===== src/rtl/fcr_regs.svh =====
// Purpose: register map and field constants of the coefficient bank
// Assumes: 32-bit register bus, one aligned word per register
// Notes:   printed offsets are word indices; byte address is index times four
`ifndef FCR_REGS_SVH
`define FCR_REGS_SVH

// ----------------------------------------
// bus geometry
// ----------------------------------------
`define FCR_ADDR_W      13
`define FCR_DATA_W      32
`define FCR_STRB_W      4
`define FCR_IDX_W       11
`define FCR_IDX_LSB     2
`define FCR_IDX_MSB     12

// ----------------------------------------
// register indices (byte address = 4 * index)
// ----------------------------------------
`define FCR_NUM_REGS    5
`define FCR_IDX_A_TAP9  11'h429
`define FCR_IDX_B_TAP1  11'h448
`define FCR_IDX_B_TAP2  11'h44a
`define FCR_IDX_B_TAP3  11'h44c
`define FCR_IDX_B_TAP4  11'h44e

// ----------------------------------------
// field layout
// ----------------------------------------
`define FCR_REG_W       16
`define FCR_COEF_W      12
`define FCR_COEF_MSB    11
`define FCR_RSVD_MSB    15
`define FCR_RSVD_LSB    12
`define FCR_LANE_W      8
`define FCR_REG_RESET   16'h0000
`define FCR_CENTER_W    18
`define FCR_NUM_TAPS    9

// ----------------------------------------
// bus responses
// ----------------------------------------
`define FCR_RESP_OKAY   2'h0
`define FCR_RESP_SLVERR 2'h2

`endif


===== src/rtl/fcr_pkg.sv =====
// Purpose: shared types of the coefficient bank
// Assumes: constants come from fcr_regs.svh
// Notes:   types only
`include "fcr_regs.svh"
package fcr_pkg;
   typedef logic [`FCR_REG_W-1:0]          fcr_reg_t;
   typedef logic signed [`FCR_COEF_W-1:0]  fcr_coeff_t;
   typedef logic signed [`FCR_CENTER_W-1:0] fcr_center_t;
   typedef logic [`FCR_IDX_W-1:0]          fcr_idx_t;

   // ----------------------------------------
   // coefficients handed to the filters
   // ----------------------------------------
   typedef struct packed {
      fcr_coeff_t a_tap9;
      fcr_coeff_t b_tap1;
      fcr_coeff_t b_tap2;
      fcr_coeff_t b_tap3;
      fcr_coeff_t b_tap4;
   } fcr_coeff_bus_s;
endpackage


===== src/rtl/fcr_top.sv =====
// Purpose: coefficient register bank for the equalizer_fir filters
// Assumes: axi4-lite master, inputs synchronous to sys_clk_in
// Notes:   one write and one read in flight; unmapped words answer slverr
`timescale 1ns/1ps
`include "fcr_regs.svh"

// Functional notes
// - channel a tap nine holds signed 12-bit coefficient
// - first channel b register is b tap one
// - second channel b register is b tap two
// - third channel b register is b tap three
// - fourth channel b register is b tap four
// - readback shows coefficient msb as zero
// - registers reset zero; bits 15:12 writable
// - nine taps; center tap eighteen bits wide
module fcr_top
   import fcr_pkg::*;
(
   // clock, reset, enable
   input  wire logic                     sys_clk_in,
   input  wire logic                     rst_in,
   input  wire logic                     ce_in,
   // write address channel
   input  wire logic                     s_axi_awvalid_in,
   output logic                          s_axi_awready_out,
   input  wire logic [`FCR_ADDR_W-1:0]   s_axi_awaddr_in,
   input  wire logic [2:0]               s_axi_awprot_in,
   // write data channel
   input  wire logic                     s_axi_wvalid_in,
   output logic                          s_axi_wready_out,
   input  wire logic [`FCR_DATA_W-1:0]   s_axi_wdata_in,
   input  wire logic [`FCR_STRB_W-1:0]   s_axi_wstrb_in,
   // write response channel
   output logic                          s_axi_bvalid_out,
   input  wire logic                     s_axi_bready_in,
   output logic [1:0]                    s_axi_bresp_out,
   // read address channel
   input  wire logic                     s_axi_arvalid_in,
   output logic                          s_axi_arready_out,
   input  wire logic [`FCR_ADDR_W-1:0]   s_axi_araddr_in,
   input  wire logic [2:0]               s_axi_arprot_in,
   // read data channel
   output logic                          s_axi_rvalid_out,
   input  wire logic                     s_axi_rready_in,
   output logic [`FCR_DATA_W-1:0]        s_axi_rdata_out,
   output logic [1:0]                    s_axi_rresp_out,
   // filter side
   input  wire logic                     dual_mode_in,
   output fcr_coeff_bus_s                coeff_out
);

   // ----------------------------------------
   // register map
   // ----------------------------------------
   localparam fcr_idx_t REG_IDX [`FCR_NUM_REGS] = '{
      `FCR_IDX_A_TAP9,
      `FCR_IDX_B_TAP1,
      `FCR_IDX_B_TAP2,
      `FCR_IDX_B_TAP3,
      `FCR_IDX_B_TAP4
   };

   // ----------------------------------------
   // write channel state
   // ----------------------------------------
   logic                      aw_got_r;
   logic                      w_got_r;
   fcr_idx_t                  aw_idx_r;
   fcr_reg_t                  w_data_r;
   logic [1:0]                w_strb_r;
   logic                      bvalid_r;
   logic [1:0]                bresp_r;

   // ----------------------------------------
   // read channel state
   // ----------------------------------------
   logic                      rvalid_r;
   logic [`FCR_DATA_W-1:0]    rdata_r;
   logic [1:0]                rresp_r;

   // ----------------------------------------
   // handshake decode
   // ----------------------------------------
   wire logic                 aw_hs;
   wire logic                 w_hs;
   wire logic                 ar_hs;
   wire logic                 b_hs;
   wire logic                 r_hs;
   wire logic                 do_write;
   wire fcr_idx_t             ar_idx;

   assign s_axi_awready_out = ce_in && !aw_got_r && !bvalid_r;
   assign s_axi_wready_out  = ce_in && !w_got_r && !bvalid_r;
   assign s_axi_arready_out = ce_in && !rvalid_r;

   assign aw_hs    = s_axi_awvalid_in && s_axi_awready_out;
   assign w_hs     = s_axi_wvalid_in && s_axi_wready_out;
   assign ar_hs    = s_axi_arvalid_in && s_axi_arready_out;
   assign b_hs     = ce_in && bvalid_r && s_axi_bready_in;
   assign r_hs     = ce_in && rvalid_r && s_axi_rready_in;
   assign do_write = ce_in && aw_got_r && w_got_r && !bvalid_r;
   assign ar_idx   = s_axi_araddr_in[`FCR_IDX_MSB:`FCR_IDX_LSB];

   // ----------------------------------------
   // per-register storage and decode
   // ----------------------------------------
   fcr_reg_t                  reg_val   [`FCR_NUM_REGS];
   logic [`FCR_DATA_W-1:0]    rd_view   [`FCR_NUM_REGS];
   logic [`FCR_NUM_REGS-1:0]  wr_hit;
   logic [`FCR_NUM_REGS-1:0]  rd_hit;

   genvar gi;
   generate
      for (gi = 0; gi < `FCR_NUM_REGS; gi++) begin : g_reg
         assign wr_hit[gi] = (aw_idx_r == REG_IDX[gi]);
         assign rd_hit[gi] = (ar_idx == REG_IDX[gi]);

         fcr_coeff_reg u_reg (
            .sys_clk_in (sys_clk_in),
            .rst_in     (rst_in),
            .ce_in      (ce_in),
            .we_in      (do_write && wr_hit[gi]),
            .strb_in    (w_strb_r),
            .wdata_in   (w_data_r),
            .value_out  (reg_val[gi])
         );

         fcr_rd_view u_view (
            .value_in   (reg_val[gi]),
            .sel_in     (rd_hit[gi]),
            .view_out   (rd_view[gi])
         );
      end
   endgenerate

   wire logic                 wr_mapped;
   wire logic                 rd_mapped;
   logic [`FCR_DATA_W-1:0]    rd_mux;

   assign wr_mapped = |wr_hit;
   assign rd_mapped = |rd_hit;

   always_comb begin
      rd_mux = '0;
      for (int i = 0; i < `FCR_NUM_REGS; i++) begin
         rd_mux = rd_mux | rd_view[i];
      end
   end

   // ----------------------------------------
   // write address and data capture
   // ----------------------------------------
   always_ff @(posedge sys_clk_in or posedge rst_in) begin
      if (rst_in) begin
         aw_got_r <= 1'b0;
         aw_idx_r <= '0;
      end else if (aw_hs) begin
         aw_got_r <= 1'b1;
         aw_idx_r <= s_axi_awaddr_in[`FCR_IDX_MSB:`FCR_IDX_LSB];
      end else if (do_write) begin
         aw_got_r <= 1'b0;
      end
   end

   always_ff @(posedge sys_clk_in or posedge rst_in) begin
      if (rst_in) begin
         w_got_r  <= 1'b0;
         w_data_r <= '0;
         w_strb_r <= '0;
      end else if (w_hs) begin
         w_got_r  <= 1'b1;
         w_data_r <= s_axi_wdata_in[`FCR_REG_W-1:0];
         w_strb_r <= s_axi_wstrb_in[1:0];
      end else if (do_write) begin
         w_got_r  <= 1'b0;
      end
   end

   // ----------------------------------------
   // write response
   // ----------------------------------------
   always_ff @(posedge sys_clk_in or posedge rst_in) begin
      if (rst_in) begin
         bvalid_r <= 1'b0;
         bresp_r  <= `FCR_RESP_OKAY;
      end else if (do_write) begin
         bvalid_r <= 1'b1;
         bresp_r  <= wr_mapped ? `FCR_RESP_OKAY : `FCR_RESP_SLVERR;
      end else if (b_hs) begin
         bvalid_r <= 1'b0;
      end
   end

   assign s_axi_bvalid_out = bvalid_r;
   assign s_axi_bresp_out  = bresp_r;

   // ----------------------------------------
   // read response
   // ----------------------------------------
   always_ff @(posedge sys_clk_in or posedge rst_in) begin
      if (rst_in) begin
         rvalid_r <= 1'b0;
         rdata_r  <= '0;
         rresp_r  <= `FCR_RESP_OKAY;
      end else if (ar_hs) begin
         rvalid_r <= 1'b1;
         rdata_r  <= rd_mux;
         rresp_r  <= rd_mapped ? `FCR_RESP_OKAY : `FCR_RESP_SLVERR;
      end else if (r_hs) begin
         rvalid_r <= 1'b0;
      end
   end

   assign s_axi_rvalid_out = rvalid_r;
   assign s_axi_rdata_out  = rdata_r;
   assign s_axi_rresp_out  = rresp_r;

   // ----------------------------------------
   // coefficients to the filters
   // ----------------------------------------
   fcr_coeff_bus_s coeff_r;
   fcr_coeff_bus_s coeff_nxt;

   // stored bits 11:0, msb included, feed tap nine and, in dual mode, the b taps
   assign coeff_nxt.a_tap9 = fcr_coeff_t'(reg_val[0][`FCR_COEF_MSB:0]);
   assign coeff_nxt.b_tap1 = dual_mode_in
                             ? fcr_coeff_t'(reg_val[1][`FCR_COEF_MSB:0]) : '0;
   assign coeff_nxt.b_tap2 = dual_mode_in
                             ? fcr_coeff_t'(reg_val[2][`FCR_COEF_MSB:0]) : '0;
   assign coeff_nxt.b_tap3 = dual_mode_in
                             ? fcr_coeff_t'(reg_val[3][`FCR_COEF_MSB:0]) : '0;
   assign coeff_nxt.b_tap4 = dual_mode_in
                             ? fcr_coeff_t'(reg_val[4][`FCR_COEF_MSB:0]) : '0;

   // 12-bit taps here; the 18-bit center tap lives elsewhere
   always_ff @(posedge sys_clk_in or posedge rst_in) begin
      if (rst_in) begin
         coeff_r <= '0;
      end else if (ce_in) begin
         coeff_r <= coeff_nxt;
      end
   end

   assign coeff_out = coeff_r;

   // ----------------------------------------
   // unused inputs
   // ----------------------------------------
   wire logic unused_ok;
   assign unused_ok = ^{s_axi_awprot_in, s_axi_arprot_in,
                        s_axi_wdata_in[`FCR_DATA_W-1:`FCR_REG_W],
                        s_axi_wstrb_in[`FCR_STRB_W-1:2],
                        s_axi_awaddr_in[1:0], s_axi_araddr_in[1:0]};
endmodule


===== src/rtl/fcr_coeff_reg.sv =====
// Purpose: one 16-bit coefficient register with byte-lane writes
// Assumes: write strobe qualified by caller
// Notes:   reserved bits are stored like the coefficient
`timescale 1ns/1ps
`include "fcr_regs.svh"
module fcr_coeff_reg
   import fcr_pkg::*;
(
   // clock and reset
   input  wire logic                 sys_clk_in,
   input  wire logic                 rst_in,
   input  wire logic                 ce_in,
   // write port
   input  wire logic                 we_in,
   input  wire logic [1:0]           strb_in,
   input  wire fcr_reg_t             wdata_in,
   // stored value
   output fcr_reg_t                  value_out
);
   fcr_reg_t value_r;
   fcr_reg_t value_nxt;

   // ----------------------------------------
   // byte-lane merge
   // ----------------------------------------
   assign value_nxt = {strb_in[1] ? wdata_in[`FCR_REG_W-1:`FCR_LANE_W]
                                  : value_r[`FCR_REG_W-1:`FCR_LANE_W],
                       strb_in[0] ? wdata_in[`FCR_LANE_W-1:0]
                                  : value_r[`FCR_LANE_W-1:0]};

   always_ff @(posedge sys_clk_in or posedge rst_in) begin
      if (rst_in) begin
         value_r <= `FCR_REG_RESET;
      end else if (ce_in && we_in) begin
         value_r <= value_nxt;
      end
   end

   assign value_out = value_r;
endmodule


===== src/rtl/fcr_rd_view.sv =====
// Purpose: readback view of one coefficient register
// Assumes: none
// Notes:   coefficient msb reads as zero, upper word reads as zero
`timescale 1ns/1ps
`include "fcr_regs.svh"
module fcr_rd_view
   import fcr_pkg::*;
(
   // stored value and select
   input  wire fcr_reg_t                 value_in,
   input  wire logic                     sel_in,
   // bus view
   output logic [`FCR_DATA_W-1:0]        view_out
);
   wire fcr_reg_t masked;

   // ----------------------------------------
   // msb forced low on read only
   // ----------------------------------------
   assign masked = {value_in[`FCR_RSVD_MSB:`FCR_RSVD_LSB], 1'b0,
                    value_in[`FCR_COEF_MSB-1:0]};
   assign view_out = sel_in ? {{(`FCR_DATA_W-`FCR_REG_W){1'b0}}, masked}
                            : '0;
endmodule


===== config.mk =====
export PLATFORM = sky130hd
export DESIGN_NAME = fcr_top
export DESIGN_NICKNAME = d
export VERILOG_FILES = /design/src/rtl/fcr_pkg.sv /design/src/rtl/fcr_top.sv /design/src/rtl/fcr_coeff_reg.sv /design/src/rtl/fcr_rd_view.sv
export VERILOG_INCLUDE_DIRS = /design/src /design/src/rtl
export SDC_FILE = /design/constraint.sdc
export NUM_CORES = 1
export LEC_CHECK = 0
export BUFFER_PORTS_ARGS = -buffer_cell sky130_fd_sc_hd__buf_2
export CORE_UTILIZATION = 50
export CTS_CLUSTER_DIAMETER = 50
export DETAILED_ROUTE_END_ITERATION = 12
export PLACE_DENSITY = 0.82
export REMOVE_ABC_BUFFERS = 1
export SLEW_MARGIN = 20
export SYNTH_ARGS = -nofsm -noshare
export SYNTH_HDL_FRONTEND = slang
export SYNTH_SLANG_ARGS = --single-unit
export TNS_END_PERCENT = 30

===== constraint.sdc =====
create_clock -name sys_clk_in -period 7.5 [get_ports sys_clk_in]
set_clock_uncertainty 0.2 [all_clocks]
set_input_delay 0.75 -clock sys_clk_in [delete_from_list [all_inputs] [get_ports sys_clk_in]]
set_output_delay 0.75 -clock sys_clk_in [all_outputs]
set_load 0.1 [all_outputs]

* Word level (Yosys, flattened, before mapping)
Cells that the tools add are included.
Storage, ports and cells: bits in registers 209, latch bits 0, bits in writable memories 0, memory bits (read-only) 0, input bits 77, output and inout port bits 101, memories kept 0
Cells by class: $add $sub $neg 0, $mul 0, divide/modulo/power cells 0, $lt $le $gt $ge 0, equal/unequal tests 10, shift-type cells 0, mux-type cells 18, bitwise logic cells 4, reductions and logical operators 45
Operators with widths (count):
- 32-bit OR | 4
- 11-bit == test (second input constant) | 10
- 16-bit 2-to-1 mux | 5
- 12-bit 2-to-1 mux | 4
- 1-bit logical AND | 25
- 2-bit AND reduction | 10
- 5-bit OR reduction | 2
- 2-bit nonzero test | 4
- 1-bit 2-to-1 mux | 7
- 1-bit zero test | 4
- 2-bit 2-to-1 mux | 2

* Logic depth before layout (Yosys ltp)
depth after elaboration 6, mapped depth 7

* Modules after synthesis
From an unflattened synthesis, not the netlist that was laid out.
Second synthesis, totals: cell total of the unflattened synthesis 861, area, all modules 9594.2 sq um
Modules (own cells, without submodules):
- fcr_top | instances 1, cells each 516, area each 5321.4 sq um
- fcr_coeff_reg | instances 5, cells each 35, area each 604.3 sq um
- fcr_rd_view | instances 5, cells each 34, area each 250.2 sq um

* Worst setup path after synthesis
Ideal clock, no wire load.
path kind input to output, start in ce_in, end out s_axi_arready_out, arrival 2797 ps, data required time 6550 ps, slack 3753 ps, cell stages on the path 4, buffers on the path 3, cells stage by stage buf_4 -> clkbuf_1 -> clkbuf_1 -> nor2b_1
Between the ends: word-level cells in the longest chain between the ends 1
RTL lines:
- start: declaration | RTL line fcr_top.sv:22 | input wire logic ce_in,
- 1-bit logical AND | RTL line fcr_top.sv:94 | assign s_axi_arready_out = ce_in && !rvalid_r;
- end: declaration | RTL line fcr_top.sv:39 | output logic s_axi_arready_out,
No other way between the ends.

* Final worst setup path
Same ends and word-level chain as after synthesis.

==> impl_metrics.prom <==
# TYPE chip_impl_metric gauge
chip_impl_metric{name="drc",unit=""} 0
chip_impl_metric{name="totalNegativeSetupSlack",unit="ps"} 0
chip_impl_metric{name="worst-slew-pin-transition",unit="ps"} 987
chip_impl_info{name="startpoint_type",value="input pin"} 1
chip_impl_metric{name="global_route_congestion_overflow_total",unit=""} 0
chip_impl_metric{name="die_area",unit="sq um"} 16900
chip_impl_metric{name="post-cts-setup-buffers",unit=""} 0
chip_impl_metric{name="clock_tree.htree_level_count",unit=""} 4
chip_impl_metric{name="number_of_non_filler_instances_in_the_completed_layout",unit=""} 995
chip_impl_info{name="setup.worst_path.end",value="s_axi_arready_out"} 1
chip_impl_info{name="rsz_0062_raised_after_global_routing",value="no"} 1
chip_impl_metric{name="start_util",unit="%"} 51.2
chip_impl_metric{name="cellPowerDensity",unit="nW/um^2"} 268
chip_impl_metric{name="cells_after_dpl",unit=""} 963
chip_impl_metric{name="r2r_setup_slack",unit="ps"} 4620
chip_impl_metric{name="cts.clk_slew.worst_paths",unit="ps"} 70
chip_impl_metric{name="yosysWarningCount",unit=""} 0
chip_impl_info{name="tritoncts",value="yes"} 1
chip_impl_info{name="clock_tree.root_cell",value="sky130_fd_sc_hd__clkbuf_16"} 1
chip_impl_metric{name="yosys.area_share.simple",unit="%"} 7.29
chip_impl_info{name="post-synth-top-area-cell",value="sky130_fd_sc_hd__dfrtp_1"} 1
chip_impl_metric{name="cp_max_fo",unit=""} 67
chip_impl_metric{name="critPathRequiredTime",unit="ps"} 6550
chip_impl_metric{name="clk_latency",unit="ps"} 430
chip_impl_info{name="worst_r2r_startpoint",value="s_axi_rvalid_out"} 1
chip_impl_metric{name="first_global_vias",unit=""} 5511
chip_impl_metric{name="starting_drc_count_in_detailed_routing",unit=""} 275
chip_impl_metric{name="ant_nets",unit=""} 0
chip_impl_metric{name="clk_path_buf_depth",unit=""} 2
chip_impl_metric{name="routed-via-count",unit=""} 5428
chip_impl_info{name="synth_top_cells_by_count",value="190 x sky130_fd_sc_hd__dfrtp_1, 128 x sky130_fd_sc_hd__mux2_2, 51 x sky130_fd_sc_hd__inv_1"} 1
chip_impl_metric{name="dp.final_hpwl",unit="um"} 11900
chip_impl_metric{name="row_count",unit=""} 46
chip_impl_metric{name="synthXorXnorAreaFrac",unit="%"} 0
chip_impl_metric{name="grt_max_degree",unit=""} 110
chip_impl_info{name="postSynth.topFlopCell",value="sky130_fd_sc_hd__dfrtp_1"} 1
chip_impl_info{name="post-synth-top-count-cell",value="sky130_fd_sc_hd__dfrtp_1"} 1
chip_impl_metric{name="slew-limit-headroom",unit="%"} 33.3
chip_impl_metric{name="route.final.wire_length",unit="um"} 18200
chip_impl_metric{name="post_cts.resized_instances",unit=""} 0
chip_impl_metric{name="place.port_buffers",unit=""} 130
chip_impl_metric{name="syn_avg_cell_area",unit="sq um"} 12.6
chip_impl_metric{name="num_antenna_cells",unit=""} 0
chip_impl_metric{name="hold_violations",unit=""} 0
chip_impl_info{name="ys_top_cells_by_area",value="sky130_fd_sc_hd__dfrtp_1 58%, sky130_fd_sc_hd__mux2_2 18%, sky130_fd_sc_hd__o21ai_0 2.9%"} 1
chip_impl_metric{name="critical-path-max-stage-delay",unit="ps"} 590
chip_impl_metric{name="max-vdd-ir-drop",unit="mV"} 0.178
chip_impl_metric{name="area_growth",unit="%"} 17.1
chip_impl_metric{name="yosysSeqAreaShare",unit="%"} 58.2
chip_impl_metric{name="die_y",unit="um"} 130
chip_impl_info{name="outcome",value="complete, no violations"} 1
chip_impl_metric{name="adder_and_majority_cell_fraction_of_the_synthesized_area",unit="%"} 0
chip_impl_metric{name="regArea",unit="sq um"} 4750
chip_impl_metric{name="fmax",unit="GHz"} 0.289
chip_impl_info{name="cp_cell_sequence",value="buf_2 > buf_4 > nor2b_1 > buf_2"} 1
chip_impl_metric{name="die_width",unit="um"} 130
chip_impl_info{name="top_layer_used",value="met4"} 1
chip_impl_metric{name="fraction_of_final_layout_cells_with_drive_strength_greater_than_1",unit="%"} 40.6
chip_impl_metric{name="synthesized_area_fraction_occupied_by_ao_oa_aoi_and_oai_cells",unit="%"} 7.61
chip_impl_info{name="combinational_family_with_the_most_area_after_synthesis",value="multiplexers"} 1
chip_impl_metric{name="place_congestion",unit=""} 0.797
chip_impl_metric{name="synthArstFlopShare",unit="%"} 100
chip_impl_metric{name="met2_wirelength",unit="um"} 9130
chip_impl_info{name="startpoint",value="ce_in"} 1
chip_impl_metric{name="m1WireLength",unit="um"} 7580
chip_impl_metric{name="synth_mux_area_share",unit="%"} 21.0
chip_impl_metric{name="synthDistinctLibCells",unit=""} 43
chip_impl_metric{name="groute.usage.overall",unit="%"} 23.1
chip_impl_metric{name="post-route-min-period",unit="ps"} 3450
chip_impl_info{name="path_common_cell",value="sky130_fd_sc_hd__buf_2"} 1
chip_impl_info{name="end_kind",value="output pin"} 1
chip_impl_metric{name="worstRegToRegCells",unit=""} 3
chip_impl_metric{name="fillCellCount",unit=""} 1308
chip_impl_metric{name="critPathArrivalTime",unit="ps"} 2500
chip_impl_metric{name="fraction_of_post_synthesis_cell_area_in_the_top_cell_type_by_area",unit="%"} 58.2
chip_impl_metric{name="ios",unit=""} 178
chip_impl_metric{name="routed_wire_length_per_instance",unit="um"} 18.3
chip_impl_metric{name="synth-edff-count",unit=""} 0
chip_impl_metric{name="grt_pass1_wl",unit="um"} 28800
chip_impl_metric{name="tritoncts.num_buffers",unit=""} 17
chip_impl_metric{name="ys_seq_elements",unit=""} 190
chip_impl_metric{name="cts.hold.buffers_added",unit=""} 0
chip_impl_metric{name="vias_per_cell",unit=""} 5.46
chip_impl_info{name="critical_path.slowest_cell",value="sky130_fd_sc_hd__buf_4"} 1
chip_impl_metric{name="drv_cap",unit=""} 0
chip_impl_metric{name="num-nets-final",unit=""} 843
chip_impl_metric{name="setup_viol_count_final",unit=""} 0
chip_impl_metric{name="timing_max_transition_violations_final",unit=""} 0
chip_impl_info{name="tightest_hold_check_type",value="in2async"} 1
chip_impl_metric{name="multiInputGateArea",unit="sq um"} 3010
chip_impl_metric{name="min_period_over_period",unit="%"} 46.1
chip_impl_info{name="worstSetupPathType",value="in2out"} 1
chip_impl_metric{name="clock-sinks",unit=""} 190
chip_impl_metric{name="firstDrtPassIters",unit=""} 4
chip_impl_metric{name="power_leakage",unit="uW"} 0.00470
chip_impl_metric{name="placeable_core_region",unit="sq um"} 15900
chip_impl_metric{name="synthesis.area",unit="sq um"} 8170
chip_impl_metric{name="met3_length",unit="um"} 1090
chip_impl_metric{name="initial_antenna_violation_count",unit=""} 0
chip_impl_metric{name="instance_count_of_the_mapped_netlist",unit=""} 647
chip_impl_info{name="r2r-end",value="s_axi_rdata_out[0]"} 1
layout by cell type, fill, tap and decap left out, drive strengths merged, types with 4 or more instances in the layout:
cell      Yosys  final
dfrtp       190    190
mux2        136    136
buf          33    135
inv          51     52
o21ai        48     48
nand3        33     33
o211ai       31     31
nand2        27     27
conb          1     19
clkbuf       20     19
mux2i        15     15
a22oi        15     15
nand4         8      8
nor2          7      7
clkinvlp      0      4
bufinv        0      4
clkinv        0      4
cell type report:
cell class,count,share of cell area [%]
sequential,190,49.7
multi-input combinational,371,31.5
timing repair buffer,135,7.23
clock buffer,19,4.74
tap,216,2.83
inverter,51,2.05
clock inverter,13,1.95
where the power goes:
| group | internal (uW) | total [uW] | switching (uW) |
|---|---|---|---|
| clock | 577 | 973 | 395 |
| sequential | 1120 | 1240 | 120 |
| combinational | 122 | 349 | 227 |
| total | 1820 | 2560 | 743 |
flip-flops by register name, summed over array words and instances (netlist names):
signal	cells
g.u_reg.value_out	80
coeff_out	60
w_data_r	16
s_axi_rdata_out	15
aw_idx_r	11
w_strb_r	2
aw_got_r	1
s_axi_bresp_out	1
s_axi_bvalid_out	1
s_axi_rresp_out	1
s_axi_rvalid_out	1
w_got_r	1
how the worst min path moves through the flow:
stage                     cells past startpoint                          from                           end  slack (ps)
after global placement                        1            s_axi_rresp_out[1]            s_axi_rresp_out[1]         270
final                                         2                        rst_in                 coeff_out[48]         280
after floorplan                               2  g_reg[1].u_reg.value_out[11]                 coeff_out[47]         240
after CTS                                     1            s_axi_rresp_out[1]            s_axi_rresp_out[1]         290
after global routing                          1  g_reg[1].u_reg.value_out[15]  g_reg[1].u_reg.value_out[15]         320
after detailed placement                      1            s_axi_rresp_out[1]            s_axi_rresp_out[1]         280
layer usage:
| layer | track usage [%] | vias to the layer above |
|---|---|---|
| li1 | - | 2493 |
| met4 | 9.78 | 0 |
| met3 | 5.99 | 26 |
| met1 | 28.1 | 2746 |
| met2 | 39.0 | 163 |
| met5 | 0 | - |
cells by family after synthesis:
group / count (synthesis)
and+or+nand+nor: 102
other: 1
AOI/OAI and AO/OA: 99
muxes: 151
DFF: 190
buffers and inverters: 104
worst max-delay path: cells and delay by family:
kind | cells | cell delay (ps)
buf+inv | 3 | 1540
simple gates | 1 | 190
stage by stage:
| stage | total power, uW | utilization (%) | hold WS (ps) | setup slack [ps] | cell area, sq um |
|---|---|---|---|---|---|
| finish | 2560 | 60.0 | 284 | 4050 | 9560 |
| floorplan | 1500 | - | 244 | 1380 | 7950 |
| global route | 2660 | 60.0 | 321 | 3900 | 9560 |
| CTS | 2580 | 60.0 | 292 | 4050 | 9560 |
| detailed placement | 1610 | 56.0 | 276 | 3750 | 8920 |
| global placement | 1600 | 56.0 | 272 | 3830 | 8920 |
Power figures use the tool's default switching activity.
